===== config.mk =====
export PLATFORM = sky130hd
export DESIGN_NAME = fpds_top
export DESIGN_NICKNAME = d
export VERILOG_FILES = /design/src/verilog/fpds_pkg.sv /design/src/verilog/fpds_drv_if.sv /design/src/verilog/fpds_pgen.sv /design/src/verilog/fpds_ramp.sv /design/src/verilog/fpds_top.sv
export VERILOG_INCLUDE_DIRS = /design/src /design/src/verilog
export SDC_FILE = /design/constraint.sdc
export NUM_CORES = 2
export LEC_CHECK = 0
export BUFFER_PORTS_ARGS = -buffer_cell sky130_fd_sc_hd__buf_4
export CORE_ASPECT_RATIO = 1.75
export CORE_MARGIN = 4
export CORE_UTILIZATION = 25
export CTS_CLUSTER_DIAMETER = 60
export CTS_CLUSTER_SIZE = 28
export DETAILED_ROUTE_END_ITERATION = 12
export PLACE_DENSITY = 0.37
export SYNTH_ARGS = -nofsm -noshare
export SYNTH_HDL_FRONTEND = slang
export SYNTH_SLANG_ARGS = --single-unit

===== constraint.sdc =====
create_clock -name clock_i -period 14 [get_ports clock_i]
set_input_delay 1.4 -clock clock_i [delete_from_list [all_inputs] [get_ports clock_i]]
set_output_delay 1.4 -clock clock_i [all_outputs]
set_load 0.005 [all_outputs]

===== src/verilog/fpds_map.svh =====
/*
  Register offsets, field positions, reset values, command codes and
  timing counts of the fixed pulse drive sequencer.
  Assumes a 32-bit Avalon-MM slave with byte addresses.
*/
`ifndef FPDS_MAP_SVH
`define FPDS_MAP_SVH

// ----------------------------------------------------------------------
// Register byte offsets
// ----------------------------------------------------------------------
`define FPDS_OFF_COMMAND      6'h00
`define FPDS_OFF_TARGET       6'h04
`define FPDS_OFF_ACCEL        6'h08
`define FPDS_OFF_DECEL        6'h0c
`define FPDS_OFF_INIT_SPEED   6'h10
`define FPDS_OFF_DRIVE_SPEED  6'h14
`define FPDS_OFF_DECEL_POINT  6'h18
`define FPDS_OFF_DECEL_OFFSET 6'h1c
`define FPDS_OFF_MODE_THREE   6'h20
`define FPDS_OFF_LOGICAL_POS  6'h24
`define FPDS_OFF_STATUS       6'h28

// ----------------------------------------------------------------------
// Command codes, field positions and reset values
// ----------------------------------------------------------------------
`define FPDS_CMD_RELATIVE     8'h50
`define FPDS_CMD_COUNTER_REL  8'h51
`define FPDS_CMD_ABSOLUTE     8'h54
`define FPDS_CMD_LOAD_DPOINT  8'h07
`define FPDS_MANUAL_DECEL_BIT 0
`define FPDS_STAT_BUSY_BIT    0
`define FPDS_STAT_DECEL_BIT   1
`define FPDS_STAT_TOP_BIT     2
`define FPDS_STAT_DIR_BIT     3
`define FPDS_OFFSET_RESET     32'h0000_0000
`define FPDS_INIT_SPEED_RESET 16'h0010
`define FPDS_DRIVE_RESET      16'h0100
`define FPDS_ACCEL_RESET      16'h0001

// ----------------------------------------------------------------------
// Timing: clock cycles between two speed ramp steps
// ----------------------------------------------------------------------
`define FPDS_RAMP_DIV         16'h00fa

`endif


===== src/verilog/fpds_pkg.sv =====
/*
  Types shared by the fixed pulse drive sequencer modules.
  Assumes fpds_map.svh supplies the numeric constants.
*/
package fpds_pkg;

  // Speed value in phase accumulator increments per clock.
  typedef logic [15:0] fpds_speed_t;

  // Kind of fixed pulse move in progress.
  typedef enum logic [1:0]
  {
    FPDS_MOVE_RELATIVE,
    FPDS_MOVE_COUNTER,
    FPDS_MOVE_ABSOLUTE
  } fpds_move_t;

  // Sequencer state.
  typedef enum logic
  {
    FPDS_IDLE,
    FPDS_RUN
  } fpds_state_t;

endpackage : fpds_pkg


===== src/verilog/fpds_drv_if.sv =====
/*
  Carrier between the sequencer, the speed ramp and the pulse generator.
  Assumes all three parties share one clock.
*/
`timescale 1ns/10ps
interface fpds_drv_if;
  import fpds_pkg::*;
  logic         run;        // Move in progress.
  logic         decel;      // Ramp down toward the initial speed.
  logic         at_top;     // Speed has reached the drive speed.
  logic         step;       // One drive pulse is due this cycle.
  fpds_speed_t  speed;      // Present speed.
  fpds_speed_t  accel;      // Acceleration step.
  fpds_speed_t  decel_rate; // Deceleration step, zero means use accel.
  fpds_speed_t  init_speed; // Starting and finishing speed.
  fpds_speed_t  drive;      // Cruise speed.

  modport seq  (output run, decel, accel, decel_rate, init_speed, drive,
                input  speed, at_top, step);
  modport ramp (input  run, decel, accel, decel_rate, init_speed, drive,
                output speed, at_top);
  modport pgen (input  run, speed,
                output step);
endinterface : fpds_drv_if


===== src/verilog/fpds_pgen.sv =====
/*
  Phase accumulator that turns a speed into one-cycle step requests.
  Assumes speed is stable between ramp ticks.
*/
`timescale 1ns/10ps
module fpds_pgen
  import fpds_pkg::*;
#(
  parameter int ACC_W = 24
)
(
  // Clock and reset.
  input  wire logic  clock_i,
  input  wire logic  rst_i,
  // Sequencer side.
  fpds_drv_if.pgen   drv
);

  logic [ACC_W-1:0] acc_q; // Fractional pulse phase.
  logic [ACC_W:0]   sum;   // Phase plus speed, with carry.

  assign sum = {1'b0, acc_q} + {{(ACC_W-15){1'b0}}, drv.speed};

  // A carry out of the accumulator is one pulse due.
  always_ff @(posedge clock_i)
  begin
    if (rst_i || !drv.run)
    begin
      acc_q    <= '0;
      drv.step <= 1'b0;
    end
    else
    begin
      acc_q    <= sum[ACC_W-1:0];
      drv.step <= sum[ACC_W];
    end
  end

endmodule : fpds_pgen


===== src/verilog/fpds_ramp.sv =====
/*
  Linear speed ramp: climbs from the initial speed to the drive speed and
  falls back when asked to decelerate.
  Assumes run and decel come from the sequencer on the same clock.
*/
`timescale 1ns/10ps
`include "fpds_map.svh"
module fpds_ramp
  import fpds_pkg::*;
#(
  parameter logic [15:0] RAMP_DIV = `FPDS_RAMP_DIV
)
(
  // Clock and reset.
  input  wire logic  clock_i,
  input  wire logic  rst_i,
  // Sequencer side.
  fpds_drv_if.ramp   drv
);

  logic [15:0] div_q; // Ramp step divider.
  logic        tick;  // One-cycle ramp enable.
  fpds_speed_t dstep; // Effective deceleration step.

  assign tick  = (div_q == 16'h0000);
  assign dstep = (drv.decel_rate != 16'h0000) ? drv.decel_rate : drv.accel;
  assign drv.at_top = (drv.speed >= drv.drive);

  // Divider that paces the speed changes.
  always_ff @(posedge clock_i)
  begin
    if (rst_i || !drv.run || tick)
      div_q <= RAMP_DIV - 16'h0001;
    else
      div_q <= div_q - 16'h0001;
  end

  // Speed register; saturates at either end so it never wraps.
  always_ff @(posedge clock_i)
  begin
    if (rst_i || !drv.run)
      drv.speed <= drv.init_speed;
    else if (tick && drv.decel)
    begin
      // Going down, stopping at the initial speed.
      // Compared one bit wider so a high initial speed cannot wrap.
      if ({1'b0, drv.speed} > {1'b0, drv.init_speed} + {1'b0, dstep})
        drv.speed <= drv.speed - dstep;
      else
        drv.speed <= drv.init_speed;
    end
    else if (tick && !drv.at_top)
    begin
      // Going up, which also covers a re-acceleration after decel.
      // The carry is kept, so a step past the top saturates instead of
      // wrapping to a near-zero speed.
      if ({1'b0, drv.speed} + {1'b0, drv.accel} < {1'b0, drv.drive})
        drv.speed <= drv.speed + drv.accel;
      else
        drv.speed <= drv.drive;
    end
  end

endmodule : fpds_ramp


===== src/verilog/fpds_top.sv =====
/*
  Fixed pulse drive sequencer for one axis: relative, absolute and
  counter-relative moves with automatic or manual deceleration.
  Assumes an Avalon-MM master on the same clock and a motor driver that
  takes a one-cycle pulse with a level direction.
*/
// Added by the designer: the address map and register access over Avalon-MM.
// Overview of operation
// - Relative move: sign of count gives direction
// - Command 50h starts relative move
// - Auto decel when remaining below accel pulses
// - Absolute: target minus logical position
// - Command 54h starts absolute move
// - Counter-relative drives opposite to count sign
// - Command 51h starts counter-relative move
// - New count accepted during relative moves
// - Raised count during decel re-accelerates
// - Count below output pulses stops immediately
// - Mode bit plus 07h selects manual point
// - Decel pulses equal acceleration pulses
// - Signed offset shifts auto decel earlier
// - Decel offset resets to zero
`timescale 1ns/10ps
`include "fpds_map.svh"
module fpds_top
  import fpds_pkg::*;
#(
  parameter logic [15:0] RAMP_DIV = `FPDS_RAMP_DIV
)
(
  // Clock and reset.
  input  wire logic        clock_i,
  input  wire logic        rst_i,
  // Avalon-MM slave.
  input  wire logic [5:0]  address_i,
  input  wire logic        read_i,
  input  wire logic        write_i,
  input  wire logic [3:0]  byteenable_i,
  input  wire logic [31:0] writedata_i,
  output logic      [31:0] readdata_o,
  output logic             waitrequest_o,
  // Motor driver.
  output logic             pulse_o,
  output logic             dir_o,
  output logic             busy_o
);

  // --------------------------------------------------------------------
  // Declarations
  // --------------------------------------------------------------------
  fpds_drv_if drv ();                  // Link to ramp and pulse generator.

  fpds_state_t        state_q;         // Idle or moving.
  fpds_move_t         move_q;          // Kind of move in progress.
  logic               waitreq_q;       // Bus wait, low for one answer.
  logic [31:0]        rdata_q;         // Registered read data.
  logic               pulse_q;         // Drive pulse to the motor.
  logic               dir_q;           // One means positive direction.
  logic signed [31:0] target_q;        // Target count or coordinate.
  logic signed [31:0] logpos_q;        // Logical position counter.
  logic signed [31:0] offset_q;        // Deceleration offset.
  logic [31:0]        total_q;         // Pulses to output this move.
  logic [31:0]        out_cnt_q;       // Pulses output so far.
  logic [31:0]        acc_cnt_q;       // Pulses output while accelerating.
  logic [31:0]        dpoint_stage_q;  // Manual point before 07h.
  logic [31:0]        dpoint_q;        // Active manual decel point.
  logic               manual_q;        // Manual deceleration mode.
  fpds_speed_t        accel_q;         // Acceleration step.
  fpds_speed_t        decel_q;         // Deceleration step.
  fpds_speed_t        init_q;          // Initial speed.
  fpds_speed_t        drive_q;         // Drive speed.

  logic               req;             // Bus request pending.
  logic               wr_go;           // Write takes effect now.
  logic [31:0]        wmerge;          // Write data as received from the bus.
  logic               cmd_wr;          // Command register written.
  logic               tgt_wr;          // Target register written.
  logic [31:0]        remaining;       // Pulses still to output.
  logic signed [33:0] auto_point;      // Accel pulses plus offset.
  logic               decel_now;       // Deceleration wanted.
  logic signed [31:0] abs_diff;        // Absolute target minus position.
  logic               start;           // A move starts this cycle.
  logic [31:0]        start_total;     // Pulse count of that move.
  logic               start_dir;       // Direction of that move.
  fpds_move_t         start_move;      // Kind of that move.
  logic [31:0]        new_total;       // Magnitude of a rewritten target.

  // --------------------------------------------------------------------
  // Helper functions
  // --------------------------------------------------------------------
  // Magnitude of a signed count; the sign bit is the direction.
  function automatic logic [31:0] fpds_mag(input logic signed [31:0] v);
    fpds_mag = v[31] ? (32'h0000_0000 - v) : v;
  endfunction : fpds_mag

  // Merges write data into an old value lane by lane.
  function automatic logic [31:0] fpds_lanes(input logic [31:0] old,
                                             input logic [31:0] nw,
                                             input logic [3:0]  be);
    fpds_lanes = old;
    for (int i = 0; i < 4; i++)
      if (be[i])
        fpds_lanes[i*8 +: 8] = nw[i*8 +: 8];
  endfunction : fpds_lanes

  // --------------------------------------------------------------------
  // Bus slave
  // --------------------------------------------------------------------
  assign req    = read_i || write_i;
  assign wr_go  = write_i && !waitreq_q;
  assign wmerge = writedata_i;
  assign cmd_wr = wr_go && (address_i == `FPDS_OFF_COMMAND)
                  && byteenable_i[0];
  assign tgt_wr = wr_go && (address_i == `FPDS_OFF_TARGET);

  // Wait is dropped for one cycle after each cycle with a request and wait high, so every
  // access completes in exactly two cycles.
  always_ff @(posedge clock_i)
  begin
    if (rst_i)
      waitreq_q <= 1'b1;
    else
      waitreq_q <= !(req && waitreq_q);
  end

  // Read data is captured together with the wait release.
  always_ff @(posedge clock_i)
  begin
    if (rst_i)
      rdata_q <= 32'h0000_0000;
    else if (read_i && waitreq_q)
    begin
      unique case (address_i)
        `FPDS_OFF_TARGET:       rdata_q <= target_q;
        `FPDS_OFF_ACCEL:        rdata_q <= {16'h0000, accel_q};
        `FPDS_OFF_DECEL:        rdata_q <= {16'h0000, decel_q};
        `FPDS_OFF_INIT_SPEED:   rdata_q <= {16'h0000, init_q};
        `FPDS_OFF_DRIVE_SPEED:  rdata_q <= {16'h0000, drive_q};
        `FPDS_OFF_DECEL_POINT:  rdata_q <= dpoint_q;
        `FPDS_OFF_DECEL_OFFSET: rdata_q <= offset_q;
        `FPDS_OFF_MODE_THREE:   rdata_q <= {31'h0, manual_q};
        `FPDS_OFF_LOGICAL_POS:  rdata_q <= logpos_q;
        `FPDS_OFF_STATUS:
          rdata_q <= {28'h0, dir_q, drv.at_top, decel_now,
                      state_q == FPDS_RUN};
        // Command is write only; unmapped addresses read zero.
        default:                rdata_q <= 32'h0000_0000;
      endcase
    end
  end

  // Parameter registers, byte lanes honoured.
  always_ff @(posedge clock_i)
  begin
    if (rst_i)
    begin
      target_q       <= 32'h0000_0000;
      accel_q        <= `FPDS_ACCEL_RESET;
      decel_q        <= 16'h0000;
      init_q         <= `FPDS_INIT_SPEED_RESET;
      drive_q        <= `FPDS_DRIVE_RESET;
      dpoint_stage_q <= 32'h0000_0000;
      offset_q       <= `FPDS_OFFSET_RESET;
      manual_q       <= 1'b0;
    end
    else if (wr_go)
    begin
      unique case (address_i)
        // Held signed so its top bit is the direction.
        `FPDS_OFF_TARGET:
          target_q <= fpds_lanes(target_q, wmerge, byteenable_i);
        `FPDS_OFF_ACCEL:
          accel_q <= 16'(fpds_lanes({16'h0, accel_q}, wmerge,
                                    byteenable_i));
        `FPDS_OFF_DECEL:
          decel_q <= 16'(fpds_lanes({16'h0, decel_q}, wmerge,
                                    byteenable_i));
        `FPDS_OFF_INIT_SPEED:
          init_q <= 16'(fpds_lanes({16'h0, init_q}, wmerge,
                                   byteenable_i));
        `FPDS_OFF_DRIVE_SPEED:
          drive_q <= 16'(fpds_lanes({16'h0, drive_q}, wmerge,
                                    byteenable_i));
        `FPDS_OFF_DECEL_POINT:
          dpoint_stage_q <= fpds_lanes(dpoint_stage_q, wmerge,
                                       byteenable_i);
        `FPDS_OFF_DECEL_OFFSET:
          offset_q <= fpds_lanes(offset_q, wmerge, byteenable_i);
        `FPDS_OFF_MODE_THREE:
          if (byteenable_i[0])
            manual_q <= wmerge[`FPDS_MANUAL_DECEL_BIT];
        default:
          manual_q <= manual_q;
      endcase
    end
  end

  // The manual point only becomes active through its load command.
  always_ff @(posedge clock_i)
  begin
    if (rst_i)
      dpoint_q <= 32'h0000_0000;
    else if (cmd_wr && wmerge[7:0] == `FPDS_CMD_LOAD_DPOINT)
      dpoint_q <= dpoint_stage_q;
  end

  // --------------------------------------------------------------------
  // Command decode and move planning
  // --------------------------------------------------------------------
  assign abs_diff = target_q - logpos_q;

  // Works out direction and count of a freshly commanded move.
  always_comb
  begin
    start       = 1'b0;
    start_total = fpds_mag(target_q);
    start_dir   = !target_q[31];
    start_move  = FPDS_MOVE_RELATIVE;
    if (cmd_wr && state_q == FPDS_IDLE)
    begin
      unique case (wmerge[7:0])
        `FPDS_CMD_RELATIVE:
          start = 1'b1;
        `FPDS_CMD_COUNTER_REL:
        begin
          start      = 1'b1;
          start_dir  = target_q[31];
          start_move = FPDS_MOVE_COUNTER;
        end
        `FPDS_CMD_ABSOLUTE:
        begin
          start       = 1'b1;
          start_total = fpds_mag(abs_diff);
          start_dir   = !abs_diff[31];
          start_move  = FPDS_MOVE_ABSOLUTE;
        end
        default:
          start = 1'b0;
      endcase
    end
    // A zero-length move outputs nothing and never starts.
    if (start_total == 32'h0000_0000)
      start = 1'b0;
  end

  // --------------------------------------------------------------------
  // Deceleration point
  // --------------------------------------------------------------------
  assign remaining  = total_q - out_cnt_q;
  // Decel uses as many pulses as accel did, moved by the offset.
  assign auto_point = $signed({2'b00, acc_cnt_q})
                      + $signed({{2{offset_q[31]}}, offset_q});
  // Combinational, so in automatic mode a raised count lifts decel at once.
  assign decel_now  = manual_q ? (out_cnt_q >= dpoint_q)
                    : ($signed({2'b00, remaining}) <= auto_point);
  assign new_total  = fpds_mag(wmerge);

  assign drv.run        = (state_q == FPDS_RUN);
  assign drv.decel      = decel_now;
  assign drv.accel      = accel_q;
  assign drv.decel_rate = decel_q;
  assign drv.init_speed = init_q;
  assign drv.drive      = drive_q;

  // --------------------------------------------------------------------
  // Sequencer
  // --------------------------------------------------------------------
  // Counts pulses, ends the move and applies count rewrites.
  always_ff @(posedge clock_i)
  begin
    if (rst_i)
    begin
      state_q   <= FPDS_IDLE;
      move_q    <= FPDS_MOVE_RELATIVE;
      total_q   <= 32'h0000_0000;
      out_cnt_q <= 32'h0000_0000;
      dir_q     <= 1'b1;
    end
    else
    begin
      unique case (state_q)
        FPDS_IDLE:
          if (start)
          begin
            state_q   <= FPDS_RUN;
            move_q    <= start_move;
            total_q   <= start_total;
            out_cnt_q <= 32'h0000_0000;
            dir_q     <= start_dir;
          end
        FPDS_RUN:
        begin
          if (drv.step)
            out_cnt_q <= out_cnt_q + 32'h0000_0001;
          // Rewrites are ignored in absolute moves; the host keeps
          // direction, so only the magnitude is taken.
          if (tgt_wr && move_q != FPDS_MOVE_ABSOLUTE)
          begin
            total_q <= new_total;
            if (new_total <= out_cnt_q + {31'h0, drv.step})
              state_q <= FPDS_IDLE;
          end
          else if (drv.step && out_cnt_q + 32'h1 >= total_q)
            state_q <= FPDS_IDLE;
        end
      endcase
    end
  end

  // Pulses spent on acceleration, the budget for deceleration.
  always_ff @(posedge clock_i)
  begin
    if (rst_i || start)
      acc_cnt_q <= 32'h0000_0000;
    else if (drv.step && drv.run && !decel_now && !drv.at_top)
      acc_cnt_q <= acc_cnt_q + 32'h0000_0001;
  end

  // Logical position follows every pulse sent out.
  always_ff @(posedge clock_i)
  begin
    if (rst_i)
      logpos_q <= 32'h0000_0000;
    else if (drv.step && drv.run)
      logpos_q <= dir_q ? logpos_q + 32'sd1 : logpos_q - 32'sd1;
  end

  // Drive pulse register toward the motor driver.
  always_ff @(posedge clock_i)
  begin
    if (rst_i)
      pulse_q <= 1'b0;
    else
      pulse_q <= drv.step && drv.run;
  end

  // --------------------------------------------------------------------
  // Submodules and outputs
  // --------------------------------------------------------------------
  fpds_ramp #(.RAMP_DIV(RAMP_DIV)) u_ramp
  (
    .clock_i (clock_i),
    .rst_i   (rst_i),
    .drv     (drv)
  );

  fpds_pgen u_pgen
  (
    .clock_i (clock_i),
    .rst_i   (rst_i),
    .drv     (drv)
  );

  assign readdata_o    = rdata_q;
  assign waitrequest_o = waitreq_q;
  assign pulse_o       = pulse_q;
  assign dir_o         = dir_q;
  assign busy_o        = (state_q == FPDS_RUN);

  // --------------------------------------------------------------------
  // Assertions
  // --------------------------------------------------------------------
  a_rel_start: assert property (@(posedge clock_i) disable iff (rst_i)
    start && wmerge[7:0] == 8'h50 |=> busy_o && dir_o == !$past(target_q[31]))
    else $error("relative command did not start correctly");
  a_crel_dir: assert property (@(posedge clock_i) disable iff (rst_i)
    start && wmerge[7:0] == 8'h51 |=> dir_o == $past(target_q[31]))
    else $error("counter-relative direction wrong");
  a_abs_total: assert property (@(posedge clock_i) disable iff (rst_i)
    start && wmerge[7:0] == 8'h54 |=> total_q == $past(fpds_mag(abs_diff)))
    else $error("absolute pulse count wrong");
  a_end_count: assert property (@(posedge clock_i) disable iff (rst_i)
    busy_o && drv.step && out_cnt_q + 32'h1 == total_q && !tgt_wr
    |=> !busy_o)
    else $error("move did not end on last pulse");
  a_shrink_stop: assert property (@(posedge clock_i) disable iff (rst_i)
    busy_o && tgt_wr && move_q != FPDS_MOVE_ABSOLUTE
    && new_total <= out_cnt_q |=> !busy_o ##1 !pulse_o)
    else $error("shrunk count did not stop output");
  a_abs_hold: assert property (@(posedge clock_i) disable iff (rst_i)
    busy_o && move_q == FPDS_MOVE_ABSOLUTE |=> total_q == $past(total_q))
    else $error("absolute count changed in flight");
  a_auto_decel: assert property (@(posedge clock_i) disable iff (rst_i)
    busy_o && !manual_q && $signed({2'b00, remaining}) <= auto_point
    |=> drv.speed <= $past(drv.speed))
    else $error("automatic decel point missed");
  a_offset_zero: assert property (@(posedge clock_i)
    $past(rst_i) |-> offset_q == 32'h0)
    else $error("offset not zero after reset");
  a_bus_answer: assert property (@(posedge clock_i) disable iff (rst_i)
    $rose(req) && waitreq_q |=> !waitrequest_o ##1 waitrequest_o)
    else $error("bus answer not one cycle");

endmodule : fpds_top

# Yosys cells after proc, flatten, opt, wreduce, memory -nomap -nowiden

Cells that the tools add are included.

Flip-flop bits (word level): 416
Bits in writable memories: 0
Memories kept: 0
Memory bits (read-only): 0
Logic and storage cells: 167
Bits in latches: 0

$mul: 0
Magnitude comparators: 7
Add/subtract/negate cells: 17
Bitwise gates (word level): 1
Reductions and logical operators: 56
Muxes and demuxes: 32
Eq/ne operators: 18
Div/mod/pow operators: 0
Shift operators: 0

Operator list:

| cell                                                | number |
|---|---|
| two-way mux 32 bit                                  | 10 |
| one-hot mux 32 bit (10 select lines)                | 1 |
| one-hot mux 32 bit (2 select lines)                 | 2 |
| two-way mux 16 bit                                  | 6 |
| subtractor 1 x 32 -> 32 bit, first input constant   | 3 |
| adder 32 x 1 -> 32 bit, second input constant       | 2 |
| >= comparator 32 bit                                | 2 |
| subtractor 32 bit                                   | 2 |
| AND reduction 3 bit                                 | 21 |
| adder 16 x 16 -> 17 bit                             | 2 |
| adder 33 x 32 -> 34 bit                             | 1 |
| less-or-equal comparator 33 x 34 -> 1 bit           | 1 |
| adder 32 x 1 -> 32 bit                              | 1 |
| adder 32 x 2 -> 32 bit, second input constant       | 1 |
| less-or-equal comparator 32 bit                     | 1 |
| zero test 32 bit                                    | 1 |
| subtractor 32 x 2 -> 32 bit, second input constant  | 1 |
| adder 24 x 16 -> 25 bit                             | 1 |
| equality test 6 x 5 -> 1 bit, second input constant | 4 |
| equality test 8 x 7 -> 1 bit, second input constant | 3 |
| equality test 6 bit, second input constant          | 3 |
| greater-than comparator 16 x 17 -> 1 bit            | 1 |
| < comparator 17 x 16 -> 1 bit                       | 1 |
| adder 16 bit                                        | 1 |
| other kinds (22)                                    | 59 |

# Longest topological paths before layout

Depth after elaboration: 10
Gate-level depth with buffers: 32
Depth with buffers taken out: 29

# Modules after synthesis

Synthesis repeated with hierarchy kept, for this count alone.

Cell total of the unflattened synthesis: 4611
Area total of the unflattened synthesis: 35527.8 um2

Modules (own cells, without submodules):

| module    | times used | cells each | area each (um2) |
|---|---|---|---|
| fpds_top  | 1          | 3835       | 28995.3 |
| fpds_ramp | 1          | 591        | 4917.2 |
| fpds_pgen | 1          | 185        | 1615.3 |

# Worst setup path before layout

Ideal clock, no wire load.

Kind: register to register
Start point: register out_cnt_q[2]
End point: register u_ramp.drv.speed[0] (enable)
Setup time: 0.411 ns
Arrival time: 6.134 ns
Slack: 7.454 ns
Stages on the path, launching flop included: 25
Data required time: 13.589 ns
Clock period less this slack: 6.546 ns
Path through: dfxtp_1 -> clkbuf_1 -> inv_1 -> ha_1 -> o21a_1 -> o21ai_0 -> a31oi_1 -> a2111o_1 -> o31ai_1 -> a31oi_1 -> a41oi_1 -> a211oi_1 -> a41o_1 -> or4_1 -> a31o_2 -> a21oi_1 -> xnor2_1 -> ha_1 -> a211oi_1 -> nand2_1 -> o2111ai_1 -> mux2i_1 -> nor3_1 -> nor2_1 -> o21ai_0

Longest elaborated chain between the ends: 5
Elaborated cells between the ends (all ways): 6
Classes of those cells: add/sub: 1; order compare: 2; mux: 1; reduce/logical: 2

Ends and longest elaborated chain:

| what                                      | line              | source |
|---|---|---|
| from (decl)                               | fpds_top.sv:63    | `logic [31:0] out_cnt_q;` |
| from (signal assigned)                    | fpds_top.sv:294   | `out_cnt_q <= out_cnt_q + 32'h0000_0001;` |
| subtractor 32 bit                         | fpds_top.sv:249   | `assign remaining = total_q - out_cnt_q;` |
| less-or-equal comparator 33 x 34 -> 1 bit | fpds_top.sv:255   | `: ($signed({2'b00, remaining}) <= auto_point);` |
| two-way mux 1 bit (*)                     | fpds_top.sv:254   | `assign decel_now = manual_q ? (out_cnt_q >= dpoint_q)` |
| logical AND 1 bit (*)                     | fpds_ramp.sv:43   | `else if (tick && drv.decel)` |
| nonzero test 3 bit (no line) (*)          | n/a               |  |
| to (signal assigned)                      | fpds_ramp.sv:42   | `drv.speed <= drv.init_speed;` |
| to (signal assigned)                      | fpds_ramp.sv:48   | `drv.speed <= drv.speed - dstep;` |
| to (signal assigned)                      | fpds_ramp.sv:50   | `drv.speed <= drv.init_speed;` |
| to (decl)                                 | fpds_drv_if.sv:21 | `output speed, at_top);` |

Every way passes the cells marked *; elsewhere a longest branch is shown, timed or not.
A chain may end at the register's enable or synchronous reset.

# Worst setup path in the final report

Start point: register out_cnt_q[1]
End point: register u_ramp.drv.speed[4], data pin

Longest elaborated chain between the ends: 6
Elaborated cells between the ends (all ways): 7
Classes of those cells: add/sub: 1; order compare: 2; mux: 3; reduce/logical: 1

Ends and longest elaborated chain:

| what                                      | line            | source |
|---|---|---|
| subtractor 32 bit                         | fpds_top.sv:249 |  |
| less-or-equal comparator 33 x 34 -> 1 bit | fpds_top.sv:255 |  |
| two-way mux 1 bit (*)                     | fpds_top.sv:254 |  |
| logical AND 1 bit (*)                     | fpds_ramp.sv:43 |  |
| two-way mux 16 bit (*)                    | fpds_ramp.sv:43 |  |
| two-way mux 16 bit (*)                    | fpds_ramp.sv:41 | `if (rst_i \|\| !drv.run)` |

Marks and branches as above.

==> impl_metrics.tcl <==
set metrics [dict create \
    status "finished clean" \
    cts_tree "built" \
    r2r_slack_ns 6.63 \
    tns_ns 0 \
    drt.antenna.violating_nets 0 \
    syn_to_final_growth_pct 12.3 \
    power_frac_comb_pct 5.8 \
    drt-pass1-iter-count 5 \
    critPathCaptureType "register" \
    relSlewSlack_pct 18.6 \
    yosysWarnings 0 \
    drt_iter0_markers 1826 \
    holdBufCountCts 0 \
    reg2reg_from "out_cnt_q[1]$_SDFFE_PP0P_" \
    clkTransAtPathRegs_ns 0.08 \
    grt_pass1_wl_um 223000 \
    layout_min_cycle_time_ns 7.37 \
    hold_violations 0 \
    period_share_pct 52.6 \
    power.density_mw_per_mm2 69.7 \
    cts_setup_buffers 0 \
    dp_hpwl_um 124000 \
    gp_congestion 0.873 \
    fp-row-count 178 \
    die_width_um 286 \
    track_usage_pct 21.4 \
    ys_seq_area_share_pct 25.1 \
    synth_ff_type "dfxtp_1" \
    cts_made_buffers 42 \
    vias 32100 \
    antenna_found_initial 7 \
    globalRouteOverflowTotal 0 \
    final_common_cell "nand2_1" \
    avgRoutedWirePerCell_um 25.2 \
    initial_core_util_pct 25.2 \
    cp.required_ns 14.33 \
    synthCells 4373 \
    cap_violations 0 \
    layout_setup_ws_ns 6.63 \
    synth_area_per_cell_um2 7.73 \
    fin_area_mm2 0.0379 \
    slowest_stage "nor4_1" \
    layout_common_cells "458 x nand2_1, 439 x a21oi_1, 403 x nor2_1" \
    coreArea_mm2 0.134 \
    syn_area_mm2 0.0338 \
    clockBufferDepth 3 \
    min_to "u_ramp.div_q[0]$_SDFF_PP1_" \
    async_flop_share_pct 0 \
    p_switching_mw 0.764 \
    worstSetupPathType "register to register" \
    rsz0062_at_grt "no" \
    power_frac_seq_pct 45.0 \
    synth.distinct_cells 92 \
    ios 82 \
    drive_above_1_share_pct 6.49 \
    cp_slowest_stage_delay_ns 0.94 \
    vias_per_cell 5.18 \
    clock_power_share_pct 49.3 \
    drt-total-wl_um 156000 \
    die_area_mm2 0.141 \
    hp-start "u_ramp.div_q[0]$_SDFF_PP1_" \
    finalMaxSlewViolations 0 \
    fp.dieH_um 494 \
    h-tree-depth 2 \
    hold_class "register to register" \
    ys_seq_elements 416 \
    place_area_mm2 0.0364 \
    ctsResizeCount 0 \
    clk_latency_ns 0.65 \
    remaining_drc_errors 0 \
    p_leak_nw 14.7 \
    p_sw_share_pct 28.9 \
    io_buffers 81 \
    nNetsFinal 4782 \
    root_buffer "clkbuf_16" \
    cts.sinks 416 \
    synth_edf_count 16 \
    hold-path-cell-count 1 \
    tightest_slew_ns 1.21 \
    max_freq_mhz 136 \
    finClkSkew_ns 0.0406 \
    grt_pass1_vias 31900 \
    grt_max_degree 91 \
    reg2reg_depth 25 \
    p_int_mw 1.88 \
    start_kind "register" \
    reg2reg_to "u_ramp.drv.speed[4]$_DFFE_PP_" \
    setup_violations 0 \
    synth_fp_nets 4800 \
    worstPathArrival_ns 7.70 \
    path_max_fanout 12 \
    preCtsSetupSlack_ns 6.62 \
    irDropWorstVdd_v 0.0000856 \
]
## layer usage
metal | share of wire (%) | vias to the layer above | global-route usage [%]
li1 | - | 15700 | -
met1 | 36 | 15400 | 21.5
met2 | 54 | 707 | 41.7
met3 | 2.9 | 275 | 2.07
met4 | 7.5 | 0 | 13.1
met5 | 0 | - | 0
## kinds of logic (layout without fill, tap and decap cells)
family          count (synthesis)  count (layout)  share of synthesized area [%]
compound gates               1219            1219                           23.2
xor+xnor                      319             319                           8.27
fa+ha+maj                     381             381                           14.3
buf+inv                       456             471                           5.14
flops                         416             416                           25.1
mux                           129             129                           3.87
other cells                     0               3                              0
simple gates                 1453            1453                           20.1
## flip-flops by register name, summed over array words and instances, names as in the netlist, 2 cells and up
name	count
acc_cnt_q	32
dpoint_q	32
dpoint_stage_q	32
logpos_q	32
offset_q	32
out_cnt_q	32
readdata_o	32
target_q	32
total_q	32
u_pgen.acc_q	24
accel_q	16
decel_q	16
drive_q	16
drv.init_speed	16
u_ramp.div_q	16
u_ramp.drv.speed	16
move_q	2
## worst max-delay path: cells and delay by family, from the launching register on
kind,cells,cell delay (ns)
AOI/OAI and AO/OA,14,3.41
xor gates and xnor gates,1,0.09
adders and majority gates,2,0.61
buffers and inverters,1,0.08
DFF,1,0.55
muxes,1,0.32
and+or+nand+nor,6,1.99
## stage by stage
step	total power, mW	cells	utilization (%)	hold WS, ns
6_report	2.65	6191	28.3	0.408
5_1_grt	2.73	6189	28.2	0.430
4_1_cts	2.69	6188	28.2	0.407
3_5_place_dp	1.37	6111	27.1	0.387
3_3_place_gp	1.37	6111	27.1	0.383
2_1_floorplan	1.30	4373	-	0.371
## cells in the mapped netlist (13+ instances only)
cell       instances  area (um^2)
and2_1            24          150
nand3_1          137          686
a21o_1            97          728
a211oi_1          56          420
o211ai_1          50          375
a221oi_1          22          193
nand2_1          460         1730
xnor2_1          242         2120
nand2b_1          50          313
and3_1            28          175
edfxtp_1          16          480
o2111ai_1         13          114
mux2_2            14          158
ha_1             373         4670
a21oi_1          439         2200
o41ai_1           15          131
dfxtp_1          400         8010
clkbuf_1         176          661
nor2_1           406         1520
mux2i_1          115         1150
a22oi_1           77          578
a21boi_0          15          113
nor4_1            35          219
o21ai_0          179          896
buf_2             13         65.1
o31ai_1           37          278
o21bai_1          18          135
or3_1             38          238
nor3_1            87          435
a22o_1            16          140
or4_1             18          135
o21a_1            45          338
nand4_1           55          344
xor2_1            77          674
a31oi_1           33          206
inv_1            254          953
nor2b_1           51          319
## worst max path at each step
stage	startpoint	end	slack (ns)	cells after the start
after floorplan	out_cnt_q[2]$_SDFFE_PP0P_	u_ramp.drv.speed[0]$_DFFE_PP_	7.45	24
after global placement	out_cnt_q[1]$_SDFFE_PP0P_	u_ramp.drv.speed[4]$_DFFE_PP_	6.73	25
after detailed placement	out_cnt_q[1]$_SDFFE_PP0P_	u_ramp.drv.speed[4]$_DFFE_PP_	6.62	25
after CTS	out_cnt_q[1]$_SDFFE_PP0P_	u_ramp.drv.speed[4]$_DFFE_PP_	6.54	25
after global routing	out_cnt_q[1]$_SDFFE_PP0P_	u_ramp.drv.speed[5]$_DFFE_PP_	6.09	26
final	out_cnt_q[1]$_SDFFE_PP0P_	u_ramp.drv.speed[4]$_DFFE_PP_	6.63	25
## final cells by class
type | instances | area [um^2]
antenna | 3 | 7.51
timing repair buffer | 140 | 1060
inverter | 254 | 953
clock buffer | 48 | 1160
fill | 14700 | 96400
tap | 1800 | 2250
multi-input combinational | 3501 | 23700
clock inverter | 29 | 357
sequential | 416 | 8490
## power by group through the flow
stage               combinational [mW]  sequential (mW)  clock, mW
floorplan                       0.0842             1.22          0
global placement                 0.153             1.22          0
detailed placement               0.153             1.22          0
CTS                              0.153             1.19       1.35
global route                     0.164             1.19       1.37
finish                           0.152             1.19       1.30
No activity file was read; power rests on OpenSTA's default activity.
